[src/core/touch_event_qualifier_consts.svh]
`ifndef TOUCH_EVENT_QUALIFIER_CONSTS_SVH
`define TOUCH_EVENT_QUALIFIER_CONSTS_SVH

// Register offsets
`define OFS_IRQ_ENABLE        8'h27
`define OFS_REPEAT_ENABLE     8'h28
`define OFS_TOUCH_LIMIT       8'h2a
`define OFS_PATTERN_CONFIG    8'h2b
`define OFS_PATTERN_SELECT    8'h2d
`define OFS_RELEASE_IRQ       8'h40
`define OFS_STATUS            8'h41
`define OFS_TOUCH_FLAGS       8'h42

// Reset values
`define RST_IRQ_ENABLE        8'hff
`define RST_REPEAT_ENABLE     8'hff
`define RST_TOUCH_LIMIT       8'h80
`define RST_PATTERN_CONFIG    8'h00
`define RST_PATTERN_SELECT    8'hff
`define RST_RELEASE_IRQ       8'h00

// Field positions
`define BIT_BLOCK_EN          7
`define BIT_LIMIT_LO          2
`define BIT_PAT_EN            7
`define BIT_RATIO_LO          2
`define BIT_MATCH_MODE        1
`define BIT_ALERT_EN          0
`define BIT_ST_IRQ            0
`define BIT_ST_SEVERAL        1
`define BIT_ST_PATTERN        2

// Widths
`define N_INPUTS              8
`define DELTA_W               8
`define PERIOD_W              8

`endif

[src/core/touch_event_qualifier_pkg.sv]
package touch_event_qualifier_pkg;

    typedef struct packed {
        logic [7:0] addr;
        logic [7:0] wdata;
        logic       wr;
        logic       rd;
    } reg_req_t;

    typedef struct packed {
        logic [7:0] detect;
        logic [7:0] noise;
        logic       sample;
        logic       standby;
    } sense_in_t;

    typedef enum logic [2:0] {
        ST_IDLE = 3'b001,
        ST_HELD = 3'b010,
        ST_FREE = 3'b100
    } hold_state_t;

endpackage

[src/core/touch_event_qualifier.sv]
// How it works
// Repeat off: one irq per touch/release
// Repeat on: irq at touch and each interval
// Short touch release irq needs release enable
// Repeat enable per input, resets all ones
// Block enable clear: no touch limit blocking
// Blocking: flag up to limit, hold valid set
// Refill freed slots in input 1..8 order
// Limit field codes one to four touches
// Excess touches blocked, several-touch flag set
// Ratio field scales threshold 12.5/25/37.5/100%
// Threshold from standby one in standby
// Match mode: all selected inputs over or noisy
// Count mode: count reaches selected bit count
// Pattern enable gates all pattern detection
// Pattern event blocks touches, raises irq
// Blocking lasts while pattern condition holds
// Pattern flag clears by zero write after condition
// Alert enable gates pattern alert, flag set anyway
// Per-input irq enable gates irq, resets ones
// Pattern select per input, resets all ones
// Pattern judged on one polling cycle results
// Repeat interval from period input, in samples
`timescale 1ns/1ns
`include "touch_event_qualifier_consts.svh"
module touch_event_qualifier
    import touch_event_qualifier_pkg::*;
(
    // Clock and reset
    input  wire logic                  ref_clk_i,
    input  wire logic                  rst_n_i,
    // Register port
    input  wire logic [7:0]            reg_addr_i,
    input  wire logic [7:0]            reg_wdata_i,
    input  wire logic                  reg_wr_i,
    input  wire logic                  reg_rd_i,
    output logic      [7:0]            reg_rdata_o,
    // Sense results, one set per sampling cycle
    input  wire logic [7:0]            touch_detect_i,
    input  wire logic [7:0]            noise_flag_i,
    input  wire logic [63:0]           delta_count_i,
    input  wire logic [63:0]           touch_threshold_i,
    input  wire logic [7:0]            standby_threshold_i,
    input  wire logic                  standby_i,
    input  wire logic                  sample_valid_i,
    input  wire logic [7:0]            repeat_period_i,
    // Qualified results
    output logic      [7:0]            touch_flags_o,
    output logic                       irq_o,
    output logic                       alert_o
);

    reg_req_t  req;
    sense_in_t sin;
    assign req = '{addr: reg_addr_i, wdata: reg_wdata_i, wr: reg_wr_i, rd: reg_rd_i};
    assign sin = '{detect: touch_detect_i, noise: noise_flag_i, sample: sample_valid_i,
                   standby: standby_i};

    logic [7:0] irq_en_reg, rpt_en_reg, limit_cfg_reg, pat_cfg_reg, pat_sel_reg, rel_en_reg;
    logic [7:0] flags_reg, flags_next;
    logic [7:0] prev_flags_reg;
    logic       irq_reg, several_reg, pattern_reg, pat_cond_reg, alert_reg;
    logic [7:0] rdata_reg;

    function automatic logic [3:0] popcount8(input logic [7:0] v);
        logic [3:0] c;
        c = 4'h0;
        for (int i = 0; i < 8; i++) begin
            c = c + {3'h0, v[i]};
        end
        return c;
    endfunction

    // Register decode
    wire wr_irq_en  = req.wr && (req.addr == `OFS_IRQ_ENABLE);
    wire wr_rpt_en  = req.wr && (req.addr == `OFS_REPEAT_ENABLE);
    wire wr_limit   = req.wr && (req.addr == `OFS_TOUCH_LIMIT);
    wire wr_pat_cfg = req.wr && (req.addr == `OFS_PATTERN_CONFIG);
    wire wr_pat_sel = req.wr && (req.addr == `OFS_PATTERN_SELECT);
    wire wr_rel_en  = req.wr && (req.addr == `OFS_RELEASE_IRQ);
    wire wr_status  = req.wr && (req.addr == `OFS_STATUS);

    // Configuration fields
    wire       touch_block_enable      = limit_cfg_reg[`BIT_BLOCK_EN];
    wire [1:0] touch_count_limit       = limit_cfg_reg[`BIT_LIMIT_LO +: 2];
    wire       pattern_detect_enable   = pat_cfg_reg[`BIT_PAT_EN];
    wire [1:0] pattern_threshold_ratio = pat_cfg_reg[`BIT_RATIO_LO +: 2];
    wire       pattern_match_mode      = pat_cfg_reg[`BIT_MATCH_MODE];
    wire       pattern_alert_enable    = pat_cfg_reg[`BIT_ALERT_EN];
    wire [3:0] limit_count             = {2'b00, touch_count_limit} + 4'h1;

    // Pattern threshold per input, in eighths of the base threshold
    logic [7:0] over_pat;
    genvar g;
    generate
        for (g = 0; g < 8; g++) begin : g_thr
            wire [7:0]  base = sin.standby ? standby_threshold_i
                                           : touch_threshold_i[g*8 +: 8];
            wire [10:0] scaled = (pattern_threshold_ratio == 2'b00) ? {3'h0, base} :
                                 (pattern_threshold_ratio == 2'b01) ? {2'h0, base, 1'b0} :
                                 (pattern_threshold_ratio == 2'b10) ? ({3'h0, base} + {2'h0, base, 1'b0}) :
                                 {base, 3'h0};
            assign over_pat[g] = ({delta_count_i[g*8 +: 8], 3'h0} > scaled) || sin.noise[g];
        end
    endgenerate

    // Pattern condition on a single sample set
    wire match_hit = ((over_pat & pat_sel_reg) == pat_sel_reg);
    wire count_hit = (popcount8(over_pat) >= popcount8(pat_sel_reg));
    wire pat_cond  = pattern_detect_enable && (pattern_match_mode ? match_hit : count_hit);
    wire pat_block = pat_cond_reg;

    // Blocking: keep valid touches, refill in input order
    logic [7:0] keep, cand, grant;
    logic [3:0] room;
    always_comb begin
        keep  = prev_flags_reg & sin.detect;
        // Guard against a limit lowered below the held count
        room  = (popcount8(keep) >= limit_count) ? 4'h0 : (limit_count - popcount8(keep));
        cand  = sin.detect & ~keep;
        grant = 8'h00;
        for (int i = 0; i < 8; i++) begin
            if (cand[i] && (popcount8(grant) < room)) begin
                grant[i] = 1'b1;
            end
        end
        if (!touch_block_enable) begin
            flags_next = sin.detect;
        end else begin
            flags_next = keep | grant;
        end
        if (pat_cond) begin
            flags_next = 8'h00;
        end
    end
    wire too_many = touch_block_enable && (popcount8(sin.detect) > limit_count);

    // Per-input repeat state machines
    hold_state_t st_reg [8];
    logic [7:0]  rpt_cnt_reg [8];
    logic [7:0]  ev_touch, ev_rel, ev_rpt;
    generate
        for (g = 0; g < 8; g++) begin : g_rpt
            assign ev_touch[g] = flags_next[g] && !flags_reg[g];
            assign ev_rel[g]   = !flags_next[g] && flags_reg[g] && rel_en_reg[g];
            assign ev_rpt[g]   = rpt_en_reg[g] && (st_reg[g] == ST_HELD) && flags_next[g]
                                 && (rpt_cnt_reg[g] + 8'h01 >= repeat_period_i)
                                 && (repeat_period_i != 8'h00);
            always_ff @(posedge ref_clk_i or negedge rst_n_i) begin
                if (!rst_n_i) begin
                    st_reg[g]      <= ST_IDLE;
                    rpt_cnt_reg[g] <= 8'h00;
                end else if (sin.sample) begin
                    case (st_reg[g])
                        ST_IDLE: begin
                            rpt_cnt_reg[g] <= 8'h00;
                            if (flags_next[g]) st_reg[g] <= ST_HELD;
                        end
                        ST_HELD: begin
                            rpt_cnt_reg[g] <= ev_rpt[g] ? 8'h00 : rpt_cnt_reg[g] + 8'h01;
                            if (!flags_next[g]) st_reg[g] <= ST_FREE;
                        end
                        ST_FREE: begin
                            rpt_cnt_reg[g] <= 8'h00;
                            st_reg[g] <= flags_next[g] ? ST_HELD : ST_IDLE;
                        end
                        default: st_reg[g] <= ST_IDLE;
                    endcase
                end
            end
        end
    endgenerate

    wire touch_irq = |((ev_touch | ev_rel | ev_rpt) & irq_en_reg);
    wire pat_rise  = pat_cond && !pattern_reg;

    // Registers
    always_ff @(posedge ref_clk_i or negedge rst_n_i) begin
        if (!rst_n_i) begin
            irq_en_reg    <= `RST_IRQ_ENABLE;
            rpt_en_reg    <= `RST_REPEAT_ENABLE;
            limit_cfg_reg <= `RST_TOUCH_LIMIT;
            pat_cfg_reg   <= `RST_PATTERN_CONFIG;
            pat_sel_reg   <= `RST_PATTERN_SELECT;
            rel_en_reg    <= `RST_RELEASE_IRQ;
        end else begin
            if (wr_irq_en) irq_en_reg <= req.wdata;
            if (wr_rpt_en) rpt_en_reg <= req.wdata;
            if (wr_limit) limit_cfg_reg <= req.wdata & 8'h8c;
            if (wr_pat_cfg) pat_cfg_reg <= req.wdata & 8'h8f;
            if (wr_pat_sel) pat_sel_reg <= req.wdata;
            if (wr_rel_en) rel_en_reg <= req.wdata;
        end
    end

    // Qualification state, updated once per sampling cycle
    always_ff @(posedge ref_clk_i or negedge rst_n_i) begin
        if (!rst_n_i) begin
            flags_reg      <= 8'h00;
            prev_flags_reg <= 8'h00;
            pat_cond_reg   <= 1'b0;
            several_reg    <= 1'b0;
        end else if (sin.sample) begin
            flags_reg      <= flags_next;
            prev_flags_reg <= flags_next;
            pat_cond_reg   <= pat_cond;
            several_reg    <= too_many;
        end
    end

    // Status: set wins over a clear in the same cycle
    wire pat_set   = sin.sample && pat_rise;
    wire irq_set   = sin.sample && (touch_irq || (pat_rise && !pat_block));
    wire clr_irq   = wr_status && !req.wdata[`BIT_ST_IRQ];
    always_ff @(posedge ref_clk_i or negedge rst_n_i) begin
        if (!rst_n_i) begin
            irq_reg     <= 1'b0;
            pattern_reg <= 1'b0;
            alert_reg   <= 1'b0;
        end else begin
            if (irq_set || (sin.sample && pat_rise)) irq_reg <= 1'b1;
            else if (clr_irq) irq_reg <= 1'b0;
            if (pat_set) pattern_reg <= 1'b1;
            else if (clr_irq && !pat_cond_reg && !pat_cond) pattern_reg <= 1'b0;
            if ((sin.sample && touch_irq) || (pat_set && pattern_alert_enable)) alert_reg <= 1'b1;
            else if (clr_irq) alert_reg <= 1'b0;
        end
    end

    // Read data one cycle after the strobe; unmapped reads zero
    wire [7:0] status_val = {5'h00, pattern_reg, several_reg, irq_reg};
    wire [7:0] rd_mux =
        (req.addr == `OFS_IRQ_ENABLE)     ? irq_en_reg :
        (req.addr == `OFS_REPEAT_ENABLE)  ? rpt_en_reg :
        (req.addr == `OFS_TOUCH_LIMIT)    ? limit_cfg_reg :
        (req.addr == `OFS_PATTERN_CONFIG) ? pat_cfg_reg :
        (req.addr == `OFS_PATTERN_SELECT) ? pat_sel_reg :
        (req.addr == `OFS_RELEASE_IRQ)    ? rel_en_reg :
        (req.addr == `OFS_STATUS)         ? status_val :
        (req.addr == `OFS_TOUCH_FLAGS)    ? flags_reg : 8'h00;
    always_ff @(posedge ref_clk_i or negedge rst_n_i) begin
        if (!rst_n_i) rdata_reg <= 8'h00;
        else rdata_reg <= req.rd ? rd_mux : 8'h00;
    end

    assign reg_rdata_o   = rdata_reg;
    assign touch_flags_o = flags_reg;
    assign irq_o         = irq_reg;
    assign alert_o       = alert_reg;

endmodule

[config.mk]
export PLATFORM = sky130hd
export DESIGN_NAME = touch_event_qualifier
export DESIGN_NICKNAME = d
export VERILOG_FILES = /design/src/core/touch_event_qualifier_pkg.sv /design/src/core/touch_event_qualifier.sv
export VERILOG_INCLUDE_DIRS = /design/src /design/src/core
export SDC_FILE = /design/constraint.sdc
export NUM_CORES = 1
export LEC_CHECK = 0
export ABC_AREA = 1
export ABC_CLOCK_PERIOD_IN_PS = 19400
export BUFFER_PORTS_ARGS = -buffer_cell sky130_fd_sc_hd__buf_2
export CAP_MARGIN = 30
export CORE_MARGIN = 3
export CORE_UTILIZATION = 30
export DETAILED_ROUTE_END_ITERATION = 16
export PLACE_DENSITY = 0.49
export SLEW_MARGIN = 20
export SYNTH_ARGS = -nofsm -noshare
export SYNTH_HDL_FRONTEND = slang
export SYNTH_SLANG_ARGS = --single-unit
[constraint.sdc]
create_clock -name ref_clk_i -period 19.4 [get_ports ref_clk_i]
set_input_delay 1.94 -clock ref_clk_i [delete_from_list [all_inputs] [get_ports ref_clk_i]]
set_output_delay 1.94 -clock ref_clk_i [all_outputs]
set_load 0.01 [all_outputs]
==> impl_metrics.ini <==
[power_and_ir_drop]
irDropWorstVdd_v = 0.0001313
intPower_uw = 1106
switchingPower_uw = 1062
power.switching_fraction = 0.4900
power.share.clock = 0.170
p_leak_uw = 0.009854
pwr-share-seq = 0.206
powerDensity_nw_per_um2 = 114.1
combPwrFrac = 0.624

[layout]
multiInputGateArea_um2 = 11100
final-instance-count-excl-fill = 3242
layout.nets = 2986
nFillCells = 5825
drive_gt1_frac = 0.1226
seqCellArea_um2 = 3770
largest_reg_flops = 64
area_growth_syn_to_layout_pct = 14.73

[critical_path]
critPathBufInv = 14
endpoint = rpt_cnt_reg[2]$_DFFE_PN0P_
cpMostUsedCell = nand2_1
critPathTopFamily = adder cells
setup.worst_path.class = in2reg
worst_r2r_startpoint = prev_flags_reg[0]$_DFFE_PN0P_
required_ns = 19.69
worstSetupStartpointType = primary input
crit_path_end_kind = register
rr_worst_depth = 80
cp_data_arrival_time_ns = 14.47
cp_max_fo = 8
startpoint = touch_detect_i[0]
cp_num_cells = 81
max_stage_delay_ns = 0.54
rrSetupSlack_ns = 6.33
r2r-end = rpt_cnt_reg[2]$_DFFE_PN0P_
crit_path_top_delay_cell = fa_1

[place]
dp_hpwl_um = 44850
port_buffers = 199
gp_congestion = 0.8447
dp.cells = 3208

[synth]
synth-seq-area-share = 0.2277
async_flop_share = 1.000
ys_ff_latch = 149
syn_area_um2 = 16550
syn_inst = 2341
synth_most_common_cell = nand2_1
yosys-top-cells-count = 503 x nand2_1, 387 x inv_1, 246 x ha_1, 210 x o21ai_0, 186 x a21oi_1
syn_nets = 2796
synth_warnings = 0
synthDominantAreaCellType = ha_1
synthDistinctLibCells = 53
synthTopCellsByArea = ha_1 19%, dfrtp_1 18%, nand2_1 11%
syn_avg_cell_area_um2 = 7.072
synth-main-ff-cell = dfrtp_1
synth_top_area_share = 0.1859
synth-edff-count = 0

[die]
die_height_um = 240.9
rows = 85
boundaryPins = 200
die_x_um = 240.9
core_um2 = 54240
dieArea_um2 = 58040
start_util = 0.3052

[global_route]
grt_max_degree = 86
grt-ovfl-total = 0
antenna_found_initial = 2
track_usage = 0.1923
grt_pass1_vias = 16020
grt_pass1_wl_um = 87850

[clocking]
clk_pin_slew_worst_paths_ns = 0.06
cts-buffers-inserted = 17
h-tree-depth = 4
cts_root_buf = clkbuf_16
cts_tree = done
cts_num_sinks = 149
worstSkewPairLatency_ns = 0.43
post-cts-setup-buffers = 0
hold_buffers = 0
cts_buffer_depth = 2
cts-resized-gates = 0

[timing]
hold_viol = 0
period_minus_slack_ns = 14.17
max_freq_ghz = 0.07056
max-slew-margin-rel = 0.4267
worst_pin_slew_ns = 0.8547
maxSlewViolCount = 0
rsz0062_at_grt = no
finalSetupTns_ns = 0
finalCritPeriodShare = 0.7306
setup_viol = 0
finClkSkew_ns = 0.01108

[route]
drt_pass1_iterations = 6
drtIter0Drc = 1021
routed_wl_um = 56360
wire_per_inst_um = 17.38
drc_errors = 0
vias = 16610
antenna_left = 0
routed_via_density = 5.122

[run_status]
outcome = finished, final reports clean

[min_path]
hold_class = reg2reg

[job]
maxCapViolations = 0
## through the flow
| step | area (µm²) | hold slack (ns) | worst slack, ns | utilization | total power [µW] |
|---|---|---|---|---|---|
| CTS | 18990 | 0.4933 | 5.215 | 0.3501 | 2184 |
| global route | 18990 | 0.5291 | 4.141 | 0.3502 | 2417 |
| global placement | 18350 | 0.4866 | 5.033 | 0.3383 | 1754 |
| detailed placement | 18350 | 0.4773 | 4.766 | 0.3383 | 1804 |
| finish | 18990 | 0.4955 | 5.227 | 0.3502 | 2168 |
| floorplan | 16550 | 0.4537 | 6.090 | - | 1434 |
## power by group through the flow
stage          clock network (µW)  logic (µW)  registers (µW)
2_1_floorplan                   0        1000             432
3_3_place_gp                    0        1310             448
3_5_place_dp                    0        1350             450
4_1_cts                       378        1360             446
5_1_grt                       390        1570             456
6_report                      369        1350             446
## worst register-to-register path, delay by kind of cell (launching register included)
family | cells | cell delay [ns]
fa+ha+maj | 22 | 6.76
simple gates | 33 | 3.71
compound gates | 12 | 1.19
buf+inv | 13 | 0.82
flops | 1 | 0.49
## layout make-up
cell class	instances	share of cell area
antenna	2	0.0002635
clock buffer	20	0.02299
clock inverter	12	0.01074
inverter	395	0.07833
multi-input combinational	1753	0.5843
sequential	149	0.1985
tap	696	0.04585
timing repair buffer	215	0.05909
## layer usage
layer,wire [µm],vias to the layer above,GRT usage
met5,0,-,0
met2,25940,447,0.3246
met3,3282,66,0.02777
met1,25940,7849,0.2585
li1,-,8243,-
met4,1195,0,0.04925
## kinds of logic after synthesis
family | share of synthesized area
muxes | 0.002419
adders and majority gates | 0.2186
DFF | 0.2277
AOI/OAI and AO/OA | 0.2040
buffers and inverters | 0.1024
and+or+nand+nor | 0.2036
xor gates and xnor gates | 0.04127
## placed cells by master, fill, tap and decap left out, types with 8 or more instances in the layout
master     count
o211ai_1      10
xnor2_1        9
nor2_1       142
o22ai_1       42
clkbuf_16     17
a21oi_1      186
o2111ai_1     18
a21oi_2        8
dfstp_2       33
o21ai_1       11
o21bai_1      17
a22oi_1       15
a221oi_1       8
dfrtp_1      116
nor3_1        37
fa_1          27
xor2_1        69
inv_1        387
nand2_1      503
buf_2        198
ha_1         246
buf_4         16
nand4_1       25
o21ai_0      210
o21a_1        11
nand3_1       83
o221ai_1      13
## worst min-delay path by stage
stage,from,to,slack [ns],cells after the start
after global routing,irq_en_reg[2]$_DFFE_PN1P_,irq_en_reg[2]$_DFFE_PN1P_,0.53,2
after floorplan,pat_block$_DFFE_PN0P_,pat_block$_DFFE_PN0P_,0.45,2
final,pat_block$_DFFE_PN0P_,pat_block$_DFFE_PN0P_,0.50,2
after global placement,pat_block$_DFFE_PN0P_,pat_block$_DFFE_PN0P_,0.49,2
after CTS,pat_block$_DFFE_PN0P_,pat_block$_DFFE_PN0P_,0.49,2
after detailed placement,pat_block$_DFFE_PN0P_,pat_block$_DFFE_PN0P_,0.48,2
Note: power is estimated with default switching activity, not from simulation.
